==> config.mk <==
export PLATFORM = sky130hd
export DESIGN_NAME = slpc_top
export DESIGN_NICKNAME = d
export VERILOG_FILES = /design/src/design/slpc_pkg.sv /design/src/design/slpc_lane_decode.sv /design/src/design/slpc_cs_decode.sv /design/src/design/slpc_top.sv
export VERILOG_INCLUDE_DIRS = /design/src /design/src/design
export SDC_FILE = /design/constraint.sdc
export NUM_CORES = 1
export LEC_CHECK = 0
export ABC_AREA = 1
export BUFFER_PORTS_ARGS = -buffer_cell sky130_fd_sc_hd__buf_2
export CORE_MARGIN = 2
export CORE_UTILIZATION = 35
export CTS_BUF_LIST = sky130_fd_sc_hd__clkbuf_8
export DETAILED_ROUTE_END_ITERATION = 6
export PLACE_DENSITY = 0.59
export REMOVE_ABC_BUFFERS = 1
export SYNTH_ARGS = -nofsm -noshare
export SYNTH_HDL_FRONTEND = slang
export SYNTH_SLANG_ARGS = --single-unit
export TNS_END_PERCENT = 5
==> constraint.sdc <==
create_clock -name clk_sys -period 1.95 [get_ports clk_sys]
set_input_delay 0.0975 -clock clk_sys [delete_from_list [all_inputs] [get_ports clk_sys]]
set_output_delay 0.0975 -clock clk_sys [all_outputs]
set_load 0.05 [all_outputs]
==> src/design/slpc_cfg.svh <==
// register map constants and behaviour summary of the serial link parameter block
//
// Behaviour
// - Bit 7 of the scrambling and lane register disables the link scrambler at 0, enables it at 1, and resets to 1.
// - The five-bit lane field gives one lane for 0x0, two for 0x1, four for 0x3, eight for 0x7, and resets to 0x7.
// - The eight-bit octets-per-frame field holds F minus one and resets to zero, meaning one octet.
// - The five-bit frames-per-multiframe field holds K minus one and resets to 0x1F, meaning 32 frames.
// - The converter-count field gives one converter for 0, two for 1, four for 3, eight for 7, and resets to 1.
// - The control-bits field in bits 7:6 gives no control bits for 0 and control bit 2 alone for 1; it resets to 0.
// - Control-bits code 2 inserts control bits 2 and 1, and code 3 inserts all three control bits.
`ifndef SLPC_CFG_SVH
`define SLPC_CFG_SVH
`define SLPC_IDX_SCR_L      12'h58B
`define SLPC_IDX_F          12'h58C
`define SLPC_IDX_K          12'h58D
`define SLPC_IDX_M          12'h58E
`define SLPC_IDX_CS_N       12'h58F
`define SLPC_SCR_BIT        7
`define SLPC_L_MSB          4
`define SLPC_K_MSB          4
`define SLPC_CS_MSB         7
`define SLPC_CS_LSB         6
`define SLPC_N_MSB          4
`define SLPC_RST_SCR        1'h1
`define SLPC_RST_L          5'h07
`define SLPC_RST_F          8'h00
`define SLPC_RST_K          5'h1F
`define SLPC_RST_M          8'h01
`define SLPC_RST_CS         2'h0
`define SLPC_RST_N          5'h0F
`define SLPC_RST_L_CNT      5'h08
`define SLPC_RST_F_OUT      9'h001
`define SLPC_RST_K_OUT      6'h20
`define SLPC_RST_M_CNT      5'h02
`define SLPC_RST_CS_MASK    3'h0
`define SLPC_RST_LEGAL      1'h1
`define SLPC_ADDR_W         14
`define SLPC_MASK_SCR_L     8'h9F
`define SLPC_MASK_K         8'h1F
`define SLPC_MASK_CS_N      8'hDF
`endif

==> src/design/slpc_pkg.sv <==
// types shared by the serial link parameter block
package slpc_pkg;
  typedef logic [7:0] slpc_byte_t;
  typedef enum logic [2:0] {
    SLPC_IDLE   = 3'b001,
    SLPC_ACCESS = 3'b010,
    SLPC_DONE   = 3'b100
  } slpc_state_e;
endpackage : slpc_pkg

==> src/design/slpc_lane_decode.sv <==
// decodes a power-of-two-minus-one count code into a count and a legal flag
`timescale 1ns/1ps
module slpc_lane_decode #(
  parameter int W = 5
) (
  input  wire logic [W-1:0] code,
  output logic      [4:0]   count,
  output logic              legal
);
  // codes 0, 1, 3, 7 map to 1, 2, 4, 8
  always_comb
  begin
    count = 5'h00;
    legal = 1'b1;
    unique case (code)
      W'(0): count = 5'h01;
      W'(1): count = 5'h02;
      W'(3): count = 5'h04;
      W'(7): count = 5'h08;
      default: legal = 1'b0;
    endcase
  end
endmodule : slpc_lane_decode

==> src/design/slpc_cs_decode.sv <==
// decodes the control-bits code into a count and a mask of inserted control bits
`timescale 1ns/1ps
module slpc_cs_decode (
  input  wire logic [1:0] code,
  output logic      [1:0] count,
  output logic      [2:0] mask
);
  // code selects control bit 2, then 2 and 1, then all three
  always_comb
  begin
    count = code;
    unique case (code)
      2'h0: mask = 3'h0;
      2'h1: mask = 3'h4;
      2'h2: mask = 3'h6;
      2'h3: mask = 3'h7;
    endcase
  end
endmodule : slpc_cs_decode

==> src/design/slpc_top.sv <==
// serial link parameter registers behind an APB slave
`timescale 1ns/1ps
`include "slpc_cfg.svh"
module slpc_top (
  input  wire logic                     clk_sys,
  input  wire logic                     rst_b,
  input  wire logic                     psel,
  input  wire logic                     penable,
  input  wire logic                     pwrite,
  input  wire logic [`SLPC_ADDR_W-1:0]  paddr,
  input  wire logic [31:0]              pwdata,
  input  wire logic [3:0]               pstrb,
  output logic      [31:0]              prdata,
  output logic                          pready,
  output logic                          pslverr,
  output logic                          scr_en,
  output logic      [4:0]               lane_code,
  output logic      [4:0]               lane_count,
  output logic      [8:0]               octets_per_frame,
  output logic      [5:0]               frames_per_mf,
  output logic      [4:0]               conv_count,
  output logic      [1:0]               ctrl_bit_count,
  output logic      [2:0]               ctrl_bit_mask,
  output logic      [4:0]               resolution_code,
  output logic                          cfg_legal
);
  import slpc_pkg::*;

  ////////////////////////////////////////////////////////////////////////////
  // storage
  slpc_state_e      state;
  slpc_state_e      next_state;
  logic             scr;
  logic [4:0]       lanes;
  slpc_byte_t       fcfg;
  logic [4:0]       kcfg;
  slpc_byte_t       mcfg;
  logic [1:0]       cscfg;
  logic [4:0]       ncfg;
  logic             next_scr;
  logic [4:0]       next_lanes;
  slpc_byte_t       next_fcfg;
  logic [4:0]       next_kcfg;
  slpc_byte_t       next_mcfg;
  logic [1:0]       next_cscfg;
  logic [4:0]       next_ncfg;
  logic [31:0]      next_prdata;
  logic             next_pready;
  logic             next_pslverr;
  logic [11:0]      idx;
  logic             hit;
  slpc_byte_t       wbyte;
  slpc_byte_t       rbyte;
  logic             wr_now;
  logic [4:0]       l_cnt;
  logic             l_ok;
  logic [4:0]       m_cnt;
  logic             m_ok;
  logic [1:0]       cs_cnt;
  logic [2:0]       cs_mask;
  logic [12:0]      fk_prod;
  logic             next_scr_en;
  logic [4:0]       next_lane_code;
  logic [4:0]       next_lane_count;
  logic [8:0]       next_octets;
  logic [5:0]       next_frames;
  logic [4:0]       next_conv_count;
  logic [1:0]       next_ctrl_count;
  logic [2:0]       next_ctrl_mask;
  logic [4:0]       next_resolution;
  logic             next_cfg_legal;

  ////////////////////////////////////////////////////////////////////////////
  // decoders
  slpc_lane_decode #(.W(5)) u_lane (
    .code  (lanes),
    .count (l_cnt),
    .legal (l_ok)
  );
  slpc_lane_decode #(.W(8)) u_conv (
    .code  (mcfg),
    .count (m_cnt),
    .legal (m_ok)
  );
  slpc_cs_decode u_cs (
    .code  (cscfg),
    .count (cs_cnt),
    .mask  (cs_mask)
  );

  // word-aligned index decode: byte address is four times the index
  assign idx     = paddr[`SLPC_ADDR_W-1:2];
  assign wbyte   = pwdata[7:0];
  assign fk_prod = 13'((fcfg + 9'h001) * (kcfg + 6'h01));

  // read mux, reserved bits zero
  always_comb
  begin
    hit   = 1'b1;
    rbyte = 8'h00;
    unique case (idx)
      `SLPC_IDX_SCR_L: rbyte = {scr, 2'h0, lanes};
      `SLPC_IDX_F:     rbyte = fcfg;
      `SLPC_IDX_K:     rbyte = {3'h0, kcfg};
      `SLPC_IDX_M:     rbyte = mcfg;
      `SLPC_IDX_CS_N:  rbyte = {cscfg, 1'b0, ncfg};
      default:         hit   = 1'b0;
    endcase
  end

  ////////////////////////////////////////////////////////////////////////////
  // apb handshake: one wait state, answer in the second access cycle
  assign wr_now = (state == SLPC_ACCESS) && psel && penable && pwrite && hit && pstrb[0];

  always_comb
  begin
    next_state   = state;
    next_pready  = 1'b0;
    next_pslverr = 1'b0;
    next_prdata  = prdata;
    unique case (state)
      SLPC_IDLE:
      begin
        if (psel && penable)
        begin
          next_state = SLPC_ACCESS;
          next_pready = 1'b1;
          next_pslverr = !hit;
          next_prdata = (!pwrite && hit) ? {24'h000000, rbyte} : 32'h00000000;
        end
      end
      SLPC_ACCESS:
        next_state = SLPC_IDLE;
      default:
        next_state = SLPC_IDLE;
    endcase
  end

  // register writes, reserved bits dropped
  always_comb
  begin
    next_scr   = scr;
    next_lanes = lanes;
    next_fcfg  = fcfg;
    next_kcfg  = kcfg;
    next_mcfg  = mcfg;
    next_cscfg = cscfg;
    next_ncfg  = ncfg;
    if (wr_now)
    begin
      unique case (idx)
        `SLPC_IDX_SCR_L:
        begin
          next_scr   = wbyte[`SLPC_SCR_BIT];
          next_lanes = wbyte[`SLPC_L_MSB:0];
        end
        `SLPC_IDX_F:    next_fcfg = wbyte;
        `SLPC_IDX_K:    next_kcfg = wbyte[`SLPC_K_MSB:0];
        `SLPC_IDX_M:    next_mcfg = wbyte;
        `SLPC_IDX_CS_N:
        begin
          next_cscfg = wbyte[`SLPC_CS_MSB:`SLPC_CS_LSB];
          next_ncfg  = wbyte[`SLPC_N_MSB:0];
        end
        default: ;
      endcase
    end
  end

  // bus state and stored fields, registered on every clock
  always_ff @(posedge clk_sys or negedge rst_b)
  begin
    if (!rst_b)
    begin
      state   <= SLPC_IDLE;
      prdata  <= 32'h00000000;
      pready  <= 1'b0;
      pslverr <= 1'b0;
      scr     <= `SLPC_RST_SCR;
      lanes   <= `SLPC_RST_L;
      fcfg    <= `SLPC_RST_F;
      kcfg    <= `SLPC_RST_K;
      mcfg    <= `SLPC_RST_M;
      cscfg   <= `SLPC_RST_CS;
      ncfg    <= `SLPC_RST_N;
    end
    else
    begin
      state   <= next_state;
      prdata  <= next_prdata;
      pready  <= next_pready;
      pslverr <= next_pslverr;
      scr     <= next_scr;
      lanes   <= next_lanes;
      fcfg    <= next_fcfg;
      kcfg    <= next_kcfg;
      mcfg    <= next_mcfg;
      cscfg   <= next_cscfg;
      ncfg    <= next_ncfg;
    end
  end

  ////////////////////////////////////////////////////////////////////////////
  // next decoded link parameters from the stored fields
  always_comb
  begin
    next_scr_en     = scr;
    next_lane_code  = lanes;
    next_lane_count = l_cnt;
    next_octets     = {1'b0, fcfg} + 9'h001;
    next_frames     = {1'b0, kcfg} + 6'h01;
    next_conv_count = m_cnt;
    next_ctrl_count = cs_cnt;
    next_ctrl_mask  = cs_mask;
    next_resolution = ncfg;
    next_cfg_legal  = l_ok && m_ok && (fk_prod[1:0] == 2'h0);
  end

  // registered decoded link parameters, so every output leaves a flip-flop
  always_ff @(posedge clk_sys or negedge rst_b)
  begin
    if (!rst_b)
    begin
      scr_en           <= `SLPC_RST_SCR;
      lane_code        <= `SLPC_RST_L;
      lane_count       <= `SLPC_RST_L_CNT;
      octets_per_frame <= `SLPC_RST_F_OUT;
      frames_per_mf    <= `SLPC_RST_K_OUT;
      conv_count       <= `SLPC_RST_M_CNT;
      ctrl_bit_count   <= `SLPC_RST_CS;
      ctrl_bit_mask    <= `SLPC_RST_CS_MASK;
      resolution_code  <= `SLPC_RST_N;
      cfg_legal        <= `SLPC_RST_LEGAL;
    end
    else
    begin
      scr_en           <= next_scr_en;
      lane_code        <= next_lane_code;
      lane_count       <= next_lane_count;
      octets_per_frame <= next_octets;
      frames_per_mf    <= next_frames;
      conv_count       <= next_conv_count;
      ctrl_bit_count   <= next_ctrl_count;
      ctrl_bit_mask    <= next_ctrl_mask;
      resolution_code  <= next_resolution;
      cfg_legal        <= next_cfg_legal;
    end
  end

  ////////////////////////////////////////////////////////////////////////////
  // checks: writes land in the stored fields, and decoded outputs follow the stored fields one clock later
  a_scr_follow: assert property (@(posedge clk_sys) disable iff (!rst_b)
    scr_en == $past(scr)) else $error("scrambler enable lags bit");
  a_scr_write: assert property (@(posedge clk_sys) disable iff (!rst_b)
    (wr_now && idx == `SLPC_IDX_SCR_L) |=> (scr == $past(wbyte[`SLPC_SCR_BIT])))
    else $error("scrambler write lost");
  a_lane_one: assert property (@(posedge clk_sys) disable iff (!rst_b)
    (lanes == 5'h00) |=> (lane_count == 5'h01)) else $error("one lane wrong");
  a_lane_map: assert property (@(posedge clk_sys) disable iff (!rst_b)
    (lanes == 5'h03) |=> (lane_count == 5'h04)) else $error("lane map wrong");
  a_lane_eight: assert property (@(posedge clk_sys) disable iff (!rst_b)
    (lanes == 5'h07) |=> (lane_count == 5'h08)) else $error("eight lanes wrong");
  a_f_plus_one: assert property (@(posedge clk_sys) disable iff (!rst_b)
    ##1 octets_per_frame == {1'b0, $past(fcfg)} + 9'h001) else $error("F decode wrong");
  a_write_lands: assert property (@(posedge clk_sys) disable iff (!rst_b)
    (wr_now && idx == `SLPC_IDX_F) |=> (fcfg == $past(wbyte))) else $error("F write lost");
  a_k_plus_one: assert property (@(posedge clk_sys) disable iff (!rst_b)
    (kcfg == 5'h1F) |=> (frames_per_mf == 6'h20)) else $error("K decode wrong");
  a_k_follow: assert property (@(posedge clk_sys) disable iff (!rst_b)
    ##1 frames_per_mf == {1'b0, $past(kcfg)} + 6'h01) else $error("K follow wrong");

  // legality status of the frame and multiframe product
  a_fk_legal: assert property (@(posedge clk_sys) disable iff (!rst_b)
    ((fk_prod[1:0] != 2'h0) && l_ok && m_ok) |=> !cfg_legal) else $error("F times K check wrong");
  a_fk_ok: assert property (@(posedge clk_sys) disable iff (!rst_b)
    ((fk_prod[1:0] == 2'h0) && l_ok && m_ok) |=> cfg_legal) else $error("legal setting refused");

  // converter and control-bit decode tables
  a_conv_one: assert property (@(posedge clk_sys) disable iff (!rst_b)
    (mcfg == 8'h00) |=> (conv_count == 5'h01)) else $error("one converter wrong");
  a_conv_two: assert property (@(posedge clk_sys) disable iff (!rst_b)
    (mcfg == 8'h01) |=> (conv_count == 5'h02)) else $error("two converters wrong");
  a_conv_four: assert property (@(posedge clk_sys) disable iff (!rst_b)
    (mcfg == 8'h03) |=> (conv_count == 5'h04)) else $error("four converters wrong");
  a_conv_map: assert property (@(posedge clk_sys) disable iff (!rst_b)
    (mcfg == 8'h07) |=> (conv_count == 5'h08)) else $error("converter map wrong");
  a_cs_zero: assert property (@(posedge clk_sys) disable iff (!rst_b)
    (cscfg == 2'h0) |=> (ctrl_bit_mask == 3'h0 && ctrl_bit_count == 2'h0)) else $error("CS zero wrong");
  a_cs_one: assert property (@(posedge clk_sys) disable iff (!rst_b)
    (cscfg == 2'h1) |=> (ctrl_bit_mask == 3'h4)) else $error("CS one wrong");
  a_cs_two: assert property (@(posedge clk_sys) disable iff (!rst_b)
    (cscfg == 2'h2) |=> (ctrl_bit_mask == 3'h6 && ctrl_bit_count == 2'h2)) else $error("CS two wrong");
  a_cs_three: assert property (@(posedge clk_sys) disable iff (!rst_b)
    (cscfg == 2'h3) |=> (ctrl_bit_mask == 3'h7 && ctrl_bit_count == 2'h3)) else $error("CS three wrong");

  // bus side: reserved bits read back as zero
  a_rsvd_zero: assert property (@(posedge clk_sys) disable iff (!rst_b)
    (pready && !pslverr && paddr[`SLPC_ADDR_W-1:2] == `SLPC_IDX_K) |-> (prdata[31:5] == 27'h0))
    else $error("reserved bits not zero");
  a_rsvd_scr: assert property (@(posedge clk_sys) disable iff (!rst_b)
    (pready && !pslverr && idx == `SLPC_IDX_SCR_L) |-> (prdata[31:8] == 24'h0 && prdata[6:5] == 2'h0))
    else $error("lane register reserved bits set");
  a_rsvd_cs: assert property (@(posedge clk_sys) disable iff (!rst_b)
    (pready && !pslverr && idx == `SLPC_IDX_CS_N) |-> (prdata[31:8] == 24'h0 && prdata[5] == 1'b0))
    else $error("control register reserved bit set");
endmodule : slpc_top

==> Flow_metrics.wiki <==
{| class="wikitable"
! Metric !! Value
|-
| Largest net degree at the start of global routing || 40
|-
| Maximum clock insertion buffer count || 2
|-
| Starting Density || 35.8%
|-
| Multiplexer share of the synthesized area || 0%
|-
| Via count of the first global-routing pass || 2555
|-
| Die Ht || 109 um
|-
| Final clock period utilization by the worst path || 84.3%
|-
| Share of cells above drive strength 1 || 33.4%
|-
| Proportion of netlist area held by the largest area contributor || 37.6%
|-
| Peak supply drop || 0.289 mV
|-
| Residual DRC count || 0
|-
| Max Transition Viols Final || 0
|-
| Beginning of the critical path || state[0]
|-
| Netlist cell types || 31
|-
| Overall overflow remaining after global route || 0
|-
| Detailed Route Iter0 Violations || 100
|-
| Cell area power density || 783 nW/um2
|-
| Number of synthesis warnings || 0
|-
| Nature of the critical path endpoint || flop
|-
| GR Layer Usage met2 || 22.6%
|-
| H-tree levels || 3
|-
| Largest family of logic cells by synthesized area || simple AND/OR/NAND/NOR gates
|-
| TritonCTS clock tree || yes
|-
| Result of the run || complete, no violations
|-
| Number of clock sinks || 86
|-
| Synth area leader || sky130_fd_sc_hd__dfrtp_1
|-
| Wire length of the first global-routing pass || 12800 um
|-
| Setup Buffers After CTS || 0
|-
| Worst hold path depth || 3
|-
| Slew Limit Headroom || 63.1%
|-
| Routed length per instance || 13.0 um
|-
| Buffer cell driving the clock tree root || sky130_fd_sc_hd__clkbuf_8
|-
| Final worst slack || 307 ps
|-
| Number of CTS-inserted buffers || 9
|-
| Worst R2R Setup Slack || 310 ps
|-
| Core region area || 10800 um2
|-
| Sequential group share of total power || 50.4%
|-
| Adder and majority cell fraction of the synthesized area || 0.648%
|-
| Required time of the critical path || 2190 ps
|-
| Cell-internal power || 2740 uW
|-
| Highest achievable clock rate || 0.609 GHz
|-
| Area of the multi-input gates || 1340 um2
|-
| Insertion delay of the later-clocked pin in the worst-skew pair || 360 ps
|-
| #FFs+latches synth || 86
|-
| Average via count per standard cell || 4.40
|-
| Met1 capacity usage during global routing || 19.1%
|-
| HP Class || input pin to flop
|-
| Total via count after detailed routing || 2725
|-
| Total standard cell area after synthesis || 3860 um2
|-
| Cells on worst reg2reg path || 6
|-
| DP HPWL || 6010 um
|-
| I/O pin total || 131
|-
| Simple logic cell fraction of the synthesized area || 22.8%
|-
| Worst clock skew || 15.7 ps
|-
| Detail Route Antenna Nets || 0
|-
| Worst setup slack before clock tree synthesis || 316 ps
|-
| Worst reg2reg path startpoint || state[0]
|-
| Total of buffers placed on input and output ports || 75
|-
| Slew at the pin closest to its max-slew limit || 551 ps
|-
| # rows || 38
|-
| Category of the most critical setup path || flop to flop
|-
| Clock slew at the register clock pins of the worst setup and hold paths || 90 ps
|-
| Sequential cell area in the final layout || 2190 um2
|-
| Biggest fanout along the worst timing path || 12
|-
| Register area share after synthesis || 56.6%
|-
| Area added between synthesis and finish || 17.8%
|-
| Max-Cap Viols || 0
|-
| Met3 usage || 3.23%
|-
| Proportion of power drawn by the clock network || 42.7%
|-
| Net Switching || 821 uW
|-
| Switching portion of total power || 23.1%
|-
| Worst hold margin || 29.2 ps
|-
| Endpoint with the worst hold slack || mcfg[5]
|-
| Hold path startpoint || pwdata[5]
|-
| TNS Setup || 0 ps
|-
| Area enclosed by the die boundary || 11900 um2
|-
| Xor-xnor portion of the synthesized cell area || 2.04%
|-
| Avg Cell Area, Syn || 9.82 um2
|-
| Count of inserted antenna diode cells || 0
|-
| Floorplan die width || 109 um
|-
| Initial antenna violation count || 0
|-
| Synthesized netlist cell count || 393
|-
| Final nets || 531
|-
| Power share of the combinational group || 6.9%
|-
| Count of final hold-check violations || 0
|-
| Nature of the critical path startpoint || flop
|-
| Drt pass-1 iters || 4
|-
| R2R Path End || lanes[4]
|-
| Last weighted congestion value of the routability-driven placer || 0.857
|-
| Clock period minus final worst setup slack || 1640 ps
|-
| Static Leak || 0.00236 uW
|-
| Setup repair after global routing missed its margin || no
|-
| Final WL || 8060 um
|-
| Filler Cell Count || 1070
|-
| Layer with the highest usage after global routing || met2
|-
| Post-synthesis compound-gate area fraction || 6.61%
|-
| Setup violations, final || 0
|-
| Cell types with the largest area share after synthesis || sky130_fd_sc_hd__dfrtp_1 38%, sky130_fd_sc_hd__dfstp_2 19%, sky130_fd_sc_hd__nand2_1 8.1%
|-
| Gr usage total || 14.4%
|-
| Worst endpoint data arrival time || 1880 ps
|}
==> Yosys cell counts <==
master,n
sky130_fd_sc_hd__buf_6,4
sky130_fd_sc_hd__nor2_1,25
sky130_fd_sc_hd__ha_1,2
sky130_fd_sc_hd__nand2_1,83
sky130_fd_sc_hd__conb_1,1
sky130_fd_sc_hd__o21ai_0,7
sky130_fd_sc_hd__clkbuf_1,2
sky130_fd_sc_hd__nand4_1,14
sky130_fd_sc_hd__nor3_2,1
sky130_fd_sc_hd__dfrtp_1,58
sky130_fd_sc_hd__nor2_2,3
sky130_fd_sc_hd__and2_1,1
sky130_fd_sc_hd__o21ai_1,14
sky130_fd_sc_hd__inv_2,1
sky130_fd_sc_hd__xor2_1,9
sky130_fd_sc_hd__nand3_4,2
sky130_fd_sc_hd__inv_1,42
sky130_fd_sc_hd__dfstp_2,28
sky130_fd_sc_hd__nand2_4,1
sky130_fd_sc_hd__nor4_1,3
sky130_fd_sc_hd__nor2_8,1
sky130_fd_sc_hd__nand4_4,1
sky130_fd_sc_hd__nand3_1,23
sky130_fd_sc_hd__buf_2,3
sky130_fd_sc_hd__buf_4,27
sky130_fd_sc_hd__nor3_1,7
sky130_fd_sc_hd__or2_2,1
sky130_fd_sc_hd__a21oi_1,2
sky130_fd_sc_hd__nand2_2,9
sky130_fd_sc_hd__nor3_4,2
sky130_fd_sc_hd__o21ai_2,16
==> layout make-up <==
class | count | area share [%]
clock buffers | 11 | 3.33
clock inverters | 5 | 2.15
inverters | 43 | 3.55
multi-input cells | 253 | 29.4
flip-flops and latches | 86 | 48.1
well taps | 140 | 3.85
repair buffers | 81 | 9.63
==> state kept, by name, summed over array words and instances (netlist names) <==
register,flops
cfg_legal,1
conv_count,4
cscfg,2
ctrl_bit_count,2
ctrl_bit_mask,3
fcfg,8
frames_per_mf,6
kcfg,5
lane_code,5
lane_count,4
lanes,5
mcfg,8
ncfg,5
next_scr_en,1
octets_per_frame,9
prdata,8
pready,1
pslverr,1
resolution_code,5
scr_en,1
state,2
==> kinds of logic (layout without fill, tap and decap cells) <==
kind of cell	count (synthesis)	after routing
buffers and inverters	79	140
adders and majority gates	2	2
DFF	86	86
and+or+nand+nor	177	177
xor gates and xnor gates	9	9
other	1	26
AOI/OAI and AO/OA	39	39
==> worst max-delay path by stage <==
stage           endpoint  slack, ps  cells after the start
6_report        lanes[4]        310                      6
5_1_grt        prdata[0]        140                      6
4_1_cts        prdata[0]        290                      6
3_5_place_dp   prdata[0]        320                      6
3_3_place_gp   prdata[0]        380                      6
2_1_floorplan    fcfg[0]        190                      8
==> routing by layer <==
metal | wire length, um | part of all wire (%)
met1 | 3660 | 45
met2 | 3940 | 49
met3 | 401 | 5.0
met4 | 56 | 0.70
met5 | 0 | 0
==> placed cells by master, fill, tap and decap left out, drive strengths merged <==
cell,instances
o21ai,37
xor2,9
inv,45
a21oi,2
nor3,10
clkbuf,11
nor2,29
ha,2
bufinv,3
and2,1
nor4,3
conb,26
buf,80
nand4,15
dfrtp,58
nand3,25
dlygate4sd3,1
or2,1
nand2,93
dfstp,28
==> critical path, cell delays in order (launching register included) <==
cell                      delay [ps]
sky130_fd_sc_hd__dfstp_2         370
sky130_fd_sc_hd__inv_1            80
sky130_fd_sc_hd__nand4_1         190
sky130_fd_sc_hd__nor2_8          230
sky130_fd_sc_hd__nand3_1         390
sky130_fd_sc_hd__nand2_1         190
sky130_fd_sc_hd__o21ai_1          80
==> repair_timing <==
| action | CTS | global route |
|---|---|---|
| setup endpoints to repair | 0 | 0 |
| hold buffers | 1 | 0 |
| resized for setup | 0 | 0 |
| hold endpoints to repair | 25 | 0 |
==> power groups by stage <==
| stage | clock network (uW) | registers [uW] | logic [uW] |
|---|---|---|---|
| 4_1_cts | 1560 | 1790 | 248 |
| 3_5_place_dp | 0 | 1830 | 247 |
| 2_1_floorplan | 0 | 1830 | 148 |
| 3_3_place_gp | 0 | 1830 | 243 |
| 6_report | 1520 | 1790 | 245 |
| 5_1_grt | 1650 | 1790 | 266 |
==> stage by stage <==
stage,std cells,util [%],total power [uW],instance area [um2]
after floorplan,382,-,1980,3680
after global placement,602,39.7,2070,4290
after detailed placement,602,39.7,2070,4290
after CTS,619,42.1,3600,4550
after global routing,619,42.1,3700,4550
final,619,42.1,3560,4550
No activity file was read; power rests on OpenSTA's default activity.
